File: src/logic/cfg_write_pkg.sv
// Constants and types shared by the configuration write master.
// Assumes one clock domain; all PCI inputs already synchronous to clk.
package cfg_write_pkg;

    // PCI command code for a configuration write
    localparam logic [3:0] CMD_CFG_WRITE    = 4'hb;
    // Address phase low bits for the two configuration types
    localparam logic [1:0] AD_LOW_TYPE0     = 2'h0;
    localparam logic [1:0] AD_LOW_TYPE1     = 2'h1;
    // Host address bits 23:22 that select decoded device-select mode
    localparam logic [1:0] DECODE_SEL       = 2'h3;
    // Device-select decode covers values 0 to 20
    localparam int         IDSEL_LINES      = 21;
    localparam logic [4:0] IDSEL_LAST       = 5'h14;
    localparam int         IDSEL_LSB        = 11;
    // Cycles after frame within which a target must claim
    localparam logic [2:0] MABORT_CYCLES    = 3'h5;
    // Cycles of request release in REQ after retry or disconnect, following the TURN cycle
    localparam logic [1:0] REQ_HOLD_CYCLES  = 2'h2;
    // Byte-lane size encodings from the host
    localparam logic [1:0] SIZE_BYTE        = 2'h0;
    localparam logic [1:0] SIZE_HALF        = 2'h1;
    localparam logic [3:0] BE_ALL           = 4'hf;
    localparam logic [3:0] BE_LOW_HALF      = 4'h3;
    localparam logic [3:0] BE_HIGH_HALF     = 4'hc;
    localparam logic [3:0] BE_ONE_BYTE      = 4'h1;
    // Status bit positions in the host-visible status word
    localparam int         STAT_MABORT_BIT  = 29;
    localparam int         STAT_TABORT_BIT  = 28;

    typedef enum logic [4:0] {
        ST_IDLE = 5'h01,
        ST_REQ  = 5'h02,
        ST_ADDR = 5'h04,
        ST_DATA = 5'h08,
        ST_TURN = 5'h10
    } phase_t;

    typedef struct packed {
        phase_t      st;
        logic [31:0] pci_addr;
        logic [31:0] wdata;
        logic [3:0]  be;
        logic [23:0] src;
        logic        type1;
        logic [2:0]  dcnt;
        logic        claimed;
        logic        retry;
        logic [1:0]  hold;
        logic        req_n;
        logic        frame_n;
        logic        irdy_n;
        logic        ctl_oe;
        logic [31:0] ad;
        logic        ad_oe;
        logic [3:0]  cbe_n;
        logic        cbe_oe;
        logic        host_ready;
        logic        done;
        logic        mabort;
        logic        tabort;
        logic        irq;
    } master_state_t;

endpackage : cfg_write_pkg

File: src/logic/cfg_write_master.sv
// PCI configuration write master: host write in, single-Dword PCI config write out.
// Assumes PCI inputs synchronous to clk and an outside arbiter driving gnt.
`timescale 1ns/1ps
// Notes on behaviour
// - A host write decoding into the configuration window starts a configuration write.
// - Pass-through mode: PCI address 31:24 zero, 23:2 copied from host.
// - Pass-through mode: low address bits 00 for type 0, 01 for type 1.
// - Host bits 23:22 both set with type 0 selects decoded device-select mode.
// - Decoded: host 15:11 value n up to 20 sets only bit 11+n, else none.
// - Decoded: host bits 10:2 copied, low two address bits zero.
// - Data-phase byte enables come from host low address bits and transfer size.
// - Each configuration write moves exactly one Dword in one data phase.
// - Target retry makes the same write be reissued at next bus opportunity.
// - Master abort drops the data and sets received master abort status.
// - Target abort drops the data and sets received target abort status.
// - No device select within five cycles of frame means master abort.
// - After retry or disconnect, bus request is released for three cycles: the turnaround cycle plus two.
module cfg_write_master
    import cfg_write_pkg::*;
(
    input  wire logic        clk,
    input  wire logic        arst_n,
    input  wire logic        ce,
    input  wire logic        host_wr,
    input  wire logic        host_cfg_sel,
    input  wire logic        host_type1,
    input  wire logic [31:0] host_addr,
    input  wire logic [1:0]  host_byte_lane_size,
    input  wire logic [31:0] host_wdata,
    output logic             host_ready,
    output logic             wr_done,
    input  wire logic        stat_clr_mabort,
    input  wire logic        stat_clr_tabort,
    input  wire logic        irq_en_mabort,
    input  wire logic        irq_en_tabort,
    output logic             stat_mabort,
    output logic             stat_tabort,
    output logic             irq,
    output logic             pci_req_n,
    input  wire logic        pci_gnt_n,
    input  wire logic        pci_frame_n_i,
    output logic             pci_frame_n_o,
    output logic             pci_frame_oe,
    input  wire logic        pci_irdy_n_i,
    output logic             pci_irdy_n_o,
    output logic             pci_irdy_oe,
    output logic [31:0]      pci_ad_o,
    output logic             pci_ad_oe,
    output logic [3:0]       pci_cbe_n_o,
    output logic             pci_cbe_oe,
    input  wire logic        pci_devsel_n,
    input  wire logic        pci_trdy_n,
    input  wire logic        pci_stop_n
);

    master_state_t            s_reg;
    master_state_t            s_next;
    logic [IDSEL_LINES-1:0]   dev_onehot;
    logic                     accept;
    logic                     decoded;
    logic [3:0]               host_be;
    logic                     finish;
    logic                     mabort_set;
    logic                     tabort_set;

    idsel_decode #(
        .LINES   (IDSEL_LINES)
    ) u_idsel (
        .dev_num (host_addr[15:11]),
        .onehot  (dev_onehot)
    );

    always_comb
    begin
        s_next     = s_reg;
        s_next.done = 1'b0;
        finish     = 1'b0;
        mabort_set = 1'b0;
        tabort_set = 1'b0;
        accept     = host_wr && host_cfg_sel && s_reg.host_ready;
        decoded    = (host_addr[23:22] == DECODE_SEL) && !host_type1;
        case (host_byte_lane_size)
            SIZE_BYTE: host_be = BE_ONE_BYTE << host_addr[1:0];
            SIZE_HALF: host_be = host_addr[1] ? BE_HIGH_HALF : BE_LOW_HALF;
            default:   host_be = BE_ALL;
        endcase
        case (s_reg.st)
            ST_IDLE:
            begin
                if (accept)
                begin
                    s_next.st         = ST_REQ;
                    s_next.host_ready = 1'b0;
                    s_next.req_n      = 1'b0;
                    s_next.wdata      = host_wdata;
                    s_next.be         = host_be;
                    s_next.src        = host_addr[23:0];
                    s_next.type1      = host_type1;
                    if (decoded)
                        s_next.pci_addr = {dev_onehot, host_addr[10:2], 2'h0};
                    else
                        s_next.pci_addr = {8'h00, host_addr[23:2],
                                           host_type1 ? AD_LOW_TYPE1 : AD_LOW_TYPE0};
                end
            end
            ST_REQ:
            begin
                if (s_reg.hold != 2'h0)
                begin
                    s_next.hold  = s_reg.hold - 2'h1;
                    // TURN adds one released cycle to the two of hold; the request is driven again in the cycle after hold one
                    s_next.req_n = (s_reg.hold != 2'h1);
                end
                else
                begin
                    s_next.req_n = 1'b0;
                end
                // A grant may be used even while the request is held off
                if (!pci_gnt_n && pci_frame_n_i && pci_irdy_n_i)
                begin
                    s_next.st      = ST_ADDR;
                    s_next.req_n   = 1'b1;
                    s_next.hold    = 2'h0;
                    s_next.frame_n = 1'b0;
                    s_next.irdy_n  = 1'b1;
                    s_next.ctl_oe  = 1'b1;
                    s_next.ad      = s_reg.pci_addr;
                    s_next.ad_oe   = 1'b1;
                    s_next.cbe_n   = CMD_CFG_WRITE;
                    s_next.cbe_oe  = 1'b1;
                    s_next.claimed = 1'b0;
                    s_next.retry   = 1'b0;
                end
            end
            ST_ADDR:
            begin
                // frame_n rises with irdy_n falling: single data phase
                s_next.st      = ST_DATA;
                s_next.frame_n = 1'b1;
                s_next.irdy_n  = 1'b0;
                s_next.ad      = s_reg.wdata;
                s_next.cbe_n   = ~s_reg.be;
                s_next.dcnt    = 3'h1;
            end
            ST_DATA:
            begin
                if (!pci_stop_n && pci_devsel_n && s_reg.claimed)
                begin
                    tabort_set = 1'b1;
                    finish     = 1'b1;
                end
                else if (!pci_devsel_n)
                begin
                    s_next.claimed = 1'b1;
                    if (!pci_trdy_n)
                    begin
                        finish = 1'b1;
                    end
                    else if (!pci_stop_n)
                    begin
                        finish       = 1'b1;
                        s_next.retry = 1'b1;
                        s_next.hold  = REQ_HOLD_CYCLES;
                    end
                end
                else if (!s_reg.claimed)
                begin
                    if (s_reg.dcnt == MABORT_CYCLES)
                    begin
                        mabort_set = 1'b1;
                        finish     = 1'b1;
                    end
                    else
                    begin
                        s_next.dcnt = s_reg.dcnt + 3'h1;
                    end
                end
                if (finish)
                begin
                    s_next.st     = ST_TURN;
                    s_next.irdy_n = 1'b1;
                    s_next.ad_oe  = 1'b0;
                    s_next.cbe_oe = 1'b0;
                end
            end
            ST_TURN:
            begin
                s_next.ctl_oe = 1'b0;
                if (s_reg.retry)
                begin
                    // Same address and data kept, so the reissue is identical
                    s_next.st    = ST_REQ;
                    s_next.req_n = 1'b1;
                end
                else
                begin
                    // Aborted data is simply never reissued
                    s_next.st         = ST_IDLE;
                    s_next.host_ready = 1'b1;
                    s_next.done       = 1'b1;
                end
            end
            default:
            begin
                s_next.st         = ST_IDLE;
                s_next.host_ready = 1'b1;
            end
        endcase
        // Set beats clear in the same cycle so no abort is lost
        s_next.mabort = mabort_set || (s_reg.mabort && !stat_clr_mabort);
        s_next.tabort = tabort_set || (s_reg.tabort && !stat_clr_tabort);
        s_next.irq    = (s_next.mabort && irq_en_mabort) || (s_next.tabort && irq_en_tabort);
    end

    always_ff @(posedge clk or negedge arst_n)
    begin
        if (!arst_n)
        begin
            s_reg            <= '0;
            s_reg.st         <= ST_IDLE;
            s_reg.host_ready <= 1'b1;
            s_reg.req_n      <= 1'b1;
            s_reg.frame_n    <= 1'b1;
            s_reg.irdy_n     <= 1'b1;
        end
        else if (ce)
        begin
            s_reg <= s_next;
        end
    end

    assign host_ready    = s_reg.host_ready;
    assign wr_done       = s_reg.done;
    assign stat_mabort   = s_reg.mabort;
    assign stat_tabort   = s_reg.tabort;
    assign irq           = s_reg.irq;
    assign pci_req_n     = s_reg.req_n;
    assign pci_frame_n_o = s_reg.frame_n;
    assign pci_frame_oe  = s_reg.ctl_oe;
    assign pci_irdy_n_o  = s_reg.irdy_n;
    assign pci_irdy_oe   = s_reg.ctl_oe;
    assign pci_ad_o      = s_reg.ad;
    assign pci_ad_oe     = s_reg.ad_oe;
    assign pci_cbe_n_o   = s_reg.cbe_n;
    assign pci_cbe_oe    = s_reg.cbe_oe;

    cfg_accept_a: assert property (@(posedge clk) disable iff (!arst_n)
        (ce && s_reg.st == ST_IDLE && host_wr && host_cfg_sel) |=> (s_reg.st == ST_REQ && !pci_req_n))
        else $error("config write not started");

    pass_high_a: assert property (@(posedge clk) disable iff (!arst_n)
        (s_reg.st == ST_ADDR && !(s_reg.src[23:22] == DECODE_SEL && !s_reg.type1))
        |-> (pci_ad_o[31:24] == 8'h00 && pci_ad_o[23:2] == s_reg.src[23:2]))
        else $error("pass-through upper address wrong");

    pass_low_a: assert property (@(posedge clk) disable iff (!arst_n)
        (s_reg.st == ST_ADDR && !(s_reg.src[23:22] == DECODE_SEL && !s_reg.type1))
        |-> (pci_ad_o[1:0] == (s_reg.type1 ? AD_LOW_TYPE1 : AD_LOW_TYPE0)))
        else $error("pass-through type bits wrong");

    dec_mode_a: assert property (@(posedge clk) disable iff (!arst_n)
        (s_reg.st == ST_ADDR && s_reg.src[23:22] == DECODE_SEL && !s_reg.type1)
        |-> ($onehot0(pci_ad_o[31:11]) && pci_ad_oe && pci_cbe_n_o == CMD_CFG_WRITE))
        else $error("decoded mode not used");

    dec_select_a: assert property (@(posedge clk) disable iff (!arst_n)
        (s_reg.st == ST_ADDR && s_reg.src[23:22] == DECODE_SEL && !s_reg.type1)
        |-> (pci_ad_o[31:11] == ((s_reg.src[15:11] <= IDSEL_LAST) ? (21'h1 << s_reg.src[15:11]) : 21'h0)))
        else $error("device select decode wrong");

    dec_low_a: assert property (@(posedge clk) disable iff (!arst_n)
        (s_reg.st == ST_ADDR && s_reg.src[23:22] == DECODE_SEL && !s_reg.type1)
        |-> (pci_ad_o[10:2] == s_reg.src[10:2] && pci_ad_o[1:0] == 2'h0))
        else $error("decoded low address wrong");

    byte_en_a: assert property (@(posedge clk) disable iff (!arst_n)
        (s_reg.st == ST_DATA) |-> (pci_cbe_oe && pci_cbe_n_o == ~s_reg.be && s_reg.be != 4'h0))
        else $error("data byte enables wrong");

    one_phase_a: assert property (@(posedge clk) disable iff (!arst_n)
        (ce && s_reg.st == ST_ADDR) |=> (pci_frame_n_o && !pci_irdy_n_o && pci_ad_o == s_reg.wdata))
        else $error("more than one data phase");

    retry_a: assert property (@(posedge clk) disable iff (!arst_n)
        (ce && s_reg.st == ST_DATA && !pci_devsel_n && !pci_stop_n && pci_trdy_n)
        |=> (s_reg.st == ST_TURN && s_reg.retry && !wr_done))
        else $error("retry not rescheduled");

    mabort_a: assert property (@(posedge clk) disable iff (!arst_n)
        (ce && s_reg.st == ST_DATA && !s_reg.claimed && pci_devsel_n && s_reg.dcnt == MABORT_CYCLES)
        |=> (stat_mabort && !s_reg.retry && s_reg.st == ST_TURN))
        else $error("master abort not flagged");

    tabort_a: assert property (@(posedge clk) disable iff (!arst_n)
        (ce && s_reg.st == ST_DATA && s_reg.claimed && pci_devsel_n && !pci_stop_n)
        |=> (stat_tabort && !s_reg.retry))
        else $error("target abort not flagged");

    devsel_wait_a: assert property (@(posedge clk) disable iff (!arst_n)
        (s_reg.st == ST_DATA) |-> (s_reg.dcnt >= 3'h1 && s_reg.dcnt <= MABORT_CYCLES))
        else $error("device select wait overrun");

    req_hold_a: assert property (@(posedge clk) disable iff (!arst_n)
        (ce && s_reg.st == ST_TURN && s_reg.retry) |=> (pci_req_n && s_reg.hold == REQ_HOLD_CYCLES))
        else $error("request not held off after retry");

endmodule : cfg_write_master

File: src/logic/idsel_decode.sv
// One-hot device-select decode from a five-bit device number.
// Assumes pure combinational use; values past the last line give all zeros.
`timescale 1ns/1ps
module idsel_decode
    import cfg_write_pkg::*;
#(
    parameter int LINES = IDSEL_LINES
)
(
    input  wire logic [4:0]       dev_num,
    output logic      [LINES-1:0] onehot
);

    always_comb
    begin
        for (int i = 0; i < LINES; i++)
        begin
            onehot[i] = (dev_num == 5'(i));
        end
    end

endmodule : idsel_decode

File: config.mk
export PLATFORM = sky130hd
export DESIGN_NAME = cfg_write_master
export DESIGN_NICKNAME = d
export VERILOG_FILES = /design/src/logic/cfg_write_pkg.sv /design/src/logic/cfg_write_master.sv /design/src/logic/idsel_decode.sv
export SDC_FILE = /design/constraint.sdc
export NUM_CORES = 1
export LEC_CHECK = 0
export ABC_CLOCK_PERIOD_IN_PS = 1900
export BUFFER_PORTS_ARGS = -buffer_cell sky130_fd_sc_hd__buf_4
export CAP_MARGIN = 20
export CORE_MARGIN = 8
export CORE_UTILIZATION = 35
export DETAILED_ROUTE_END_ITERATION = 10
export SLEW_MARGIN = 25
export SYNTH_ARGS = -nofsm -noshare
export SYNTH_HDL_FRONTEND = slang
export SYNTH_SLANG_ARGS = --single-unit
File: constraint.sdc
create_clock -name clk -period 1.9 [get_ports clk]
set_clock_uncertainty 0.15 [all_clocks]
set_input_delay 0.38 -clock clk [delete_from_list [all_inputs] [get_ports clk]]
set_output_delay 0.38 -clock clk [all_outputs]
set_load 0.03 [all_outputs]
==> results of run 1 <==
## synth_stat cells (all sizes together) (4+ instances only)
| cell | n | area (um2) |
|---|---|---|
| clkbuf | 22 | 82.6 |
| inv | 15 | 56.3 |
| mux2 | 34 | 383 |
| nand3 | 37 | 185 |
| nand2 | 193 | 724 |
| a21oi | 5 | 25.0 |
| nor2 | 19 | 78.8 |
| a2bb2oi | 5 | 43.8 |
| ha | 4 | 50.1 |
| dfrtp | 120 | 3000 |
| nor3b | 4 | 40.0 |
| nand2b | 5 | 31.3 |
| buf | 57 | 397 |
| nor2b | 8 | 50.1 |
| dfstp | 5 | 131 |
| nand3b | 5 | 37.5 |
| a32oi | 9 | 78.8 |
| a31oi | 8 | 50.1 |
| nand4 | 8 | 50.1 |
| o21ai | 62 | 314 |
## worst reg2reg max path, stage by stage (launching register included)
cell and delay (ns):
dfrtp_2 0.46, or4b_4 0.59, buf_6 0.16, nor2_4 0.15, buf_6 0.14, a21o_1 0.16, a21o_1 0.13
## power groups by stage
stage,sequential (mW),combinational [mW],clock (mW)
finish,4.03,3.50,3.29
global route,4.13,3.82,3.48
CTS,3.95,3.13,3.36
detailed placement,3.98,2.79,0
global placement,3.96,2.74,0
floorplan,3.98,1.69,0
## worst min path at each step
| stage | slack (ns) | cells past startpoint | endpoint |
|---|---|---|---|
| 3_3_place_gp | 0.24 | 2 | s_reg[111] |
| 6_report | 0.01 | 3 | s_reg[60] |
| 2_1_floorplan | -0.07 | 0 | irq |
| 5_1_grt | 0.004 | 3 | s_reg[110] |
| 4_1_cts | 0.001 | 3 | s_reg[97] |
| 3_5_place_dp | 0.24 | 2 | s_reg[110] |
## kinds of logic after synthesis
family | count (synthesis) | share of synthesized area, %
AND/OR/NAND/NOR | 298 | 21.7
multiplexers | 34 | 6.20
adder cells (fa/ha/maj) | 4 | 0.810
buffers and inverters | 94 | 8.67
AO/OA/AOI/OAI | 115 | 11.8
flip-flops | 125 | 50.7
XOR/XNOR | 1 | 0.142
## timing repair
| item | CTS | global route |
|---|---|---|
| cloned | 4 | 10 |
| pin swaps | 12 | 38 |
| endpoints found under the setup margin | 106 | 121 |
| hold buffers | 12 | 0 |
| endpoints found under the hold margin | 131 | 0 |
| buffers inserted | 14 | 5 |
| gates resized for setup | 58 | 133 |
## layer usage
| metal | up-vias | GRT usage, % | share of wire (%) |
|---|---|---|---|
| li1 | 2590 | - | - |
| met1 | 2620 | 20.2 | 46 |
| met2 | 132 | 27.6 | 49 |
| met3 | 12 | 4.73 | 5.2 |
| met4 | 0 | 4.04 | 0.64 |
| met5 | - | 0 | 0 |
## final cells by class
cell class	instances	area (um2)
clock buffers	22	454
well taps	225	282
fillers	1549	8010
flip-flops and latches	125	3140
repair buffers	227	2210
inverters	15	56.3
multi-input cells	452	3000
clock inverters	10	140
==> key figures, run 1 <==
Outcome
  • Status: finished with violations
  • Failing checks: negative setup slack

Place
  • Dpl cell area: ~7500 um2
  • Routability Congestion: 0.828
  • DP Cell Count: around 1000
  • Pre-CTS WS: -0.205 ns
  • Placed wire-length estimate: about 12 mm
  • I/O Buffers: about 120

Power and ir drop
  • Comb power frac: 32.3%
  • Clk network pwr share: roughly 30%
  • Proportion of power drawn by flip-flops and latches: between 30% and 40%
  • Psw: 3.52 mW
  • Switching Fraction: around a third
  • Total power: 10.8 mW
  • Leakage: roughly 4.4 nW
  • Worst vdd ir: about 830 uV
  • PwrDens: ~1200 nW/um2
  • Internal power: 7.29 mW

CTS
  • Clk buf depth: 2
  • Worst-Skew Late Latency: 0.41 ns
  • CTS tree: yes
  • CTS root buf: clkbuf_16
  • Clock Pin Slew Worst Setup and Hold Paths: 0.06 ns
  • Number of H-tree levels: 4
  • Sink Count: 125
  • Num CTS Buffers: 17

Worst setup path
  • Critical path depth: 6
  • Worst Path Buf+Inv: 2
  • Max FO, Critical Path: 6
  • R2R Setup Slk: -0.11 ns
  • R2R cell count: 6
  • Crit path DAT: roughly 2.2 ns
  • Crit path cell chain: or4b_4, buf_6, nor2_4, buf_6, a21o_1, a21o_1
  • Critical Path RT: ~2.1 ns
  • CP Capture Type: flip-flop
  • Setup crit start: s_reg[148]
  • Slowest CP cell: or4b_4
  • CP Capture Point: s_reg[150]
  • Crit-path max cell delay: roughly 0.58 ns
  • Reg2Reg Capture Point: s_reg[150]
  • Startpoint Class: flip-flop
  • Crit Path Class: flip-flop to flip-flop
  • Critical path's top delay family: simple AND/OR/NAND/NOR gates
  • Reg-to-Reg Start: s_reg[148]

Layout
  • # diodes: 0
  • Largest register FFs: 79
  • Fin cells: about 1100
  • Post-layout util: a little over half
  • Final nets: 924
  • Most common cell after layout, fill and taps aside: buf_4
  • Area Overhead vs Synth: 50.3%
  • Most frequent cells in the layout: buf_4, nand2_1, dfrtp_1, nand3_1, mux2_4
  • Design area: 9290 um2
  • Layout cells sized above 1: approximately 42%

Timing
  • RSZ-0062 raised after global routing: yes
  • Final setup vio count: ~100
  • Worst setup margin: -0.106 ns
  • Final setup TNS: -6.09 ns
  • Period minus WS final: between 2 and 2.5 ns
  • Worst relative slew slack: just over 70%
  • Final hold vios: 0
  • Max Clock Freq: 0.498 GHz
  • Hold Slack: about 0.014 ns
  • Tcrit/Tclk final: 106%
  • Max Slew Vio Count: 0
  • Worst-margin pin slew: around 0.41 ns

Drt
  • WL final: between 15 and 20 mm
  • Vias: roughly 5400
  • Residual DRC count: 0
  • DRT Pass-1 Iters: 4
  • WL/cell: ~18 um
  • Avg Vias per Cell: 4.98
  • Routed Antenna Nets: 0
  • Initial drt markers: roughly 220

Die
  • Initial Utilization: a little over a third
  • Number of core rows: 48
  • Core area: roughly 17000 um2
  • Die W: 149 um
  • Die area: 22200 um2
  • Ports: 130
  • Die height: between 100 and 150 um

Synth
  • Top_reg_cell synth: dfrtp_1
  • Library cells used by synthesis: between 50 and 60
  • Synth Register Bits: between 100 and 150
  • Async set or reset register ratio after synthesis: between 90% and 100%
  • Syn Nets: 757
  • Cell Area, Synth: between 6000 and 7000 um2
  • Mean Syn Cell Area: ~9.2 um2
  • Post-synth EDFFs: 0
  • Synth Warn #: 0
  • Syn Inst Count: approximately 670
  • Register area share after synthesis: between 50% and 60%

Run
  • Max-Cap Viols: 0

Global routing
  • First-pass GRT wire length: 28.7 mm
  • Overflow left after global routing: 0
  • Vias in the first global route: 5549
  • GRT Overall Usage: ~16%
  • Initial antenna violation count: 0
  • Largest net degree at the start of global routing: 71

Min path
  • Hold_sp: host_addr[5]
  • Worst min-delay path class: input pin to flip-flop
Note: power is estimated with default switching activity, not from simulation.
==> inputs of run 2 (changes only) <==
--- a/config.mk
+++ b/config.mk
@@ -9,8 +9,10 @@
 export BUFFER_PORTS_ARGS = -buffer_cell sky130_fd_sc_hd__buf_4
 export CAP_MARGIN = 20
 export CORE_MARGIN = 8
-export CORE_UTILIZATION = 35
+export CORE_UTILIZATION = 50
 export DETAILED_ROUTE_END_ITERATION = 10
+export PLACE_DENSITY = 0.77
+export SKIP_CTS_REPAIR_TIMING = 1
 export SLEW_MARGIN = 25
 export SYNTH_ARGS = -nofsm -noshare
 export SYNTH_HDL_FRONTEND = slang
==> run 2 against run 1 <==
Against the previous run: the run still ends with negative setup slack left; sequential power grew 1%; first-iteration DRC count grew to 2.6 times the previous value; via count grew 3.0%; sequential share of layout area grew 2.8 points; combinational power shrank 10%; utilization grew 17 points; clock power shrank 7.3%; die area shrank 27%; worst setup slack lost 0.061 ns; maximum frequency shrank 2.9%; flip-flop and latch count is the same; cell count shrank 8.1%; critical path type unchanged.
==> key figures, run 2 (synthesis results as in run 1) <==
CTS
  • Sink Count: 125
  • CTS tree: yes
  • Worst-Skew Late Latency: 0.41 ns
  • Clock Pin Slew Worst Setup and Hold Paths: 0.06 ns
  • CTS root buf: clkbuf_16
  • Number of H-tree levels: 4
  • Num CTS Buffers: 17
  • Clk buf depth: 2

Power and ir drop
  • Leakage: 4.15 nW
  • Worst vdd ir: a little under 700 uV
  • Switching Fraction: around a third
  • Clk network pwr share: 29.7%
  • Psw: between 3 and 4 mW
  • Internal power: 6.83 mW
  • Total power: around 10 mW
  • Proportion of power drawn by flip-flops and latches: between 30% and 40%
  • PwrDens: around 1200 nW/um2
  • Comb power frac: between 30% and 40%

Worst setup path
  • Crit path DAT: approximately 2.2 ns
  • Crit path cell chain: buf_6, or3_4, or3_4, buf_12, nand2_1, nand2_1
  • CP Capture Point: s_reg[64]
  • Reg2Reg Capture Point: s_reg[64]
  • Slowest CP cell: or3_4
  • Startpoint Class: flip-flop
  • CP Capture Type: flip-flop
  • Max FO, Critical Path: 9
  • R2R Setup Slk: -0.17 ns
  • Critical Path RT: a little over 2 ns
  • Setup crit start: s_reg[148]
  • Crit-path max cell delay: about 0.50 ns
  • R2R cell count: 6
  • Reg-to-Reg Start: s_reg[148]
  • Crit Path Class: flip-flop to flip-flop

Die
  • Die height: approximately 130 um
  • Die W: ~130 um
  • Die area: roughly 16000 um2
  • Core area: around 12000 um2
  • Initial Utilization: approximately half
  • Number of core rows: 40
  • Ports: 130

Place
  • Pre-CTS WS: -0.170 ns
  • Placed wire-length estimate: 11.7 mm
  • Dpl cell area: approximately 7400 um2
  • Routability Congestion: 0.898
  • I/O Buffers: ~120
  • DP Cell Count: 938

Layout
  • # diodes: 0
  • Most common cell after layout, fill and taps aside: buf_4
  • Most frequent cells in the layout: buf_4, nand2_1, dfrtp_1, o21ai_0, nand3_1
  • Design area: ~8600 um2
  • Layout cells sized above 1: approximately two fifths
  • Final nets: slightly below 900
  • Area Overhead vs Synth: 38.7%
  • Fin cells: 989
  • Post-layout util: ~71%
  • Largest register FFs: 79

Timing
  • Worst relative slew slack: about 67%
  • Max Clock Freq: between 0.4 and 0.5 GHz
  • Final hold vios: 0
  • Worst-margin pin slew: between 0.5 and 0.6 ns
  • Tcrit/Tclk final: 109%
  • Final setup TNS: -10.50 ns
  • Period minus WS final: 2.07 ns
  • RSZ-0062 raised after global routing: yes
  • Hold Slack: roughly 0.006 ns
  • Final setup vio count: between 100 and 150
  • Worst setup margin: -0.167 ns
  • Max Slew Vio Count: 0

Global routing
  • Vias in the first global route: between 5000 and 6000
  • Overflow left after global routing: 0
  • Initial antenna violation count: 0
  • First-pass GRT wire length: around 27 mm
  • Largest net degree at the start of global routing: 94
  • GRT Overall Usage: about a fifth

Drt
  • WL final: 18.1 mm
  • Residual DRC count: 0
  • Initial drt markers: 568
  • DRT Pass-1 Iters: 7
  • Vias: 5517
  • Routed Antenna Nets: 0
  • WL/cell: ~18 um
  • Avg Vias per Cell: between 5 and 6

Outcome
  • Status: finished with violations
  • Failing checks: negative setup slack

Run
  • Max-Cap Viols: 0

Min path
  • Worst min-delay path class: input pin to flip-flop
run 2: worst max-delay path: cells and delay by family, from the launching register on:
family / cells / cell delay [ns]
buf+inv: 2 / 0.32
flops: 1 / 0.42
simple gates: 4 / 1.06
run 2: worst min path at each step:
stage                       start        endpoint  slack (ns)  cells after the start
floorplan                  arst_n             irq       -0.07                      0
global placement        s_reg[82]  pci_cbe_n_o[3]        0.28                      1
detailed placement      s_reg[79]  pci_cbe_n_o[0]        0.29                      1
CTS                        arst_n             irq       -0.13                      2
global route        host_wdata[2]       s_reg[85]       0.006                      3
finish               host_addr[8]       s_reg[63]       0.006                      3
run 2: final cells by class:
type | instances | area [um2]
Clock inverter | 7 | 62.6
Tap cell | 168 | 210
Fill cell | 834 | 3490
Multi-Input combinational cell | 454 | 2860
Sequential cell | 125 | 3130
Timing Repair Buffer | 195 | 1750
Clock buffer | 25 | 495
Inverter | 15 | 56.3
run 2: power groups by stage:
stage,logic [mW],clock network (mW),registers [mW]
after floorplan,1.69,0,3.98
after global placement,2.59,0,3.94
after detailed placement,2.67,0,3.99
after CTS,2.71,3.08,3.96
after global routing,3.39,3.22,4.16
final,3.15,3.05,4.09
run 2: per-layer routing:
metal | vias up | global-route usage, % | share of wire [%]
li1 | 2529 | - | -
met1 | 2707 | 24.9 | 41
met2 | 246 | 34.1 | 50
met3 | 35 | 6.53 | 6.8
met4 | 0 | 7.84 | 1.8
met5 | - | 0 | 0
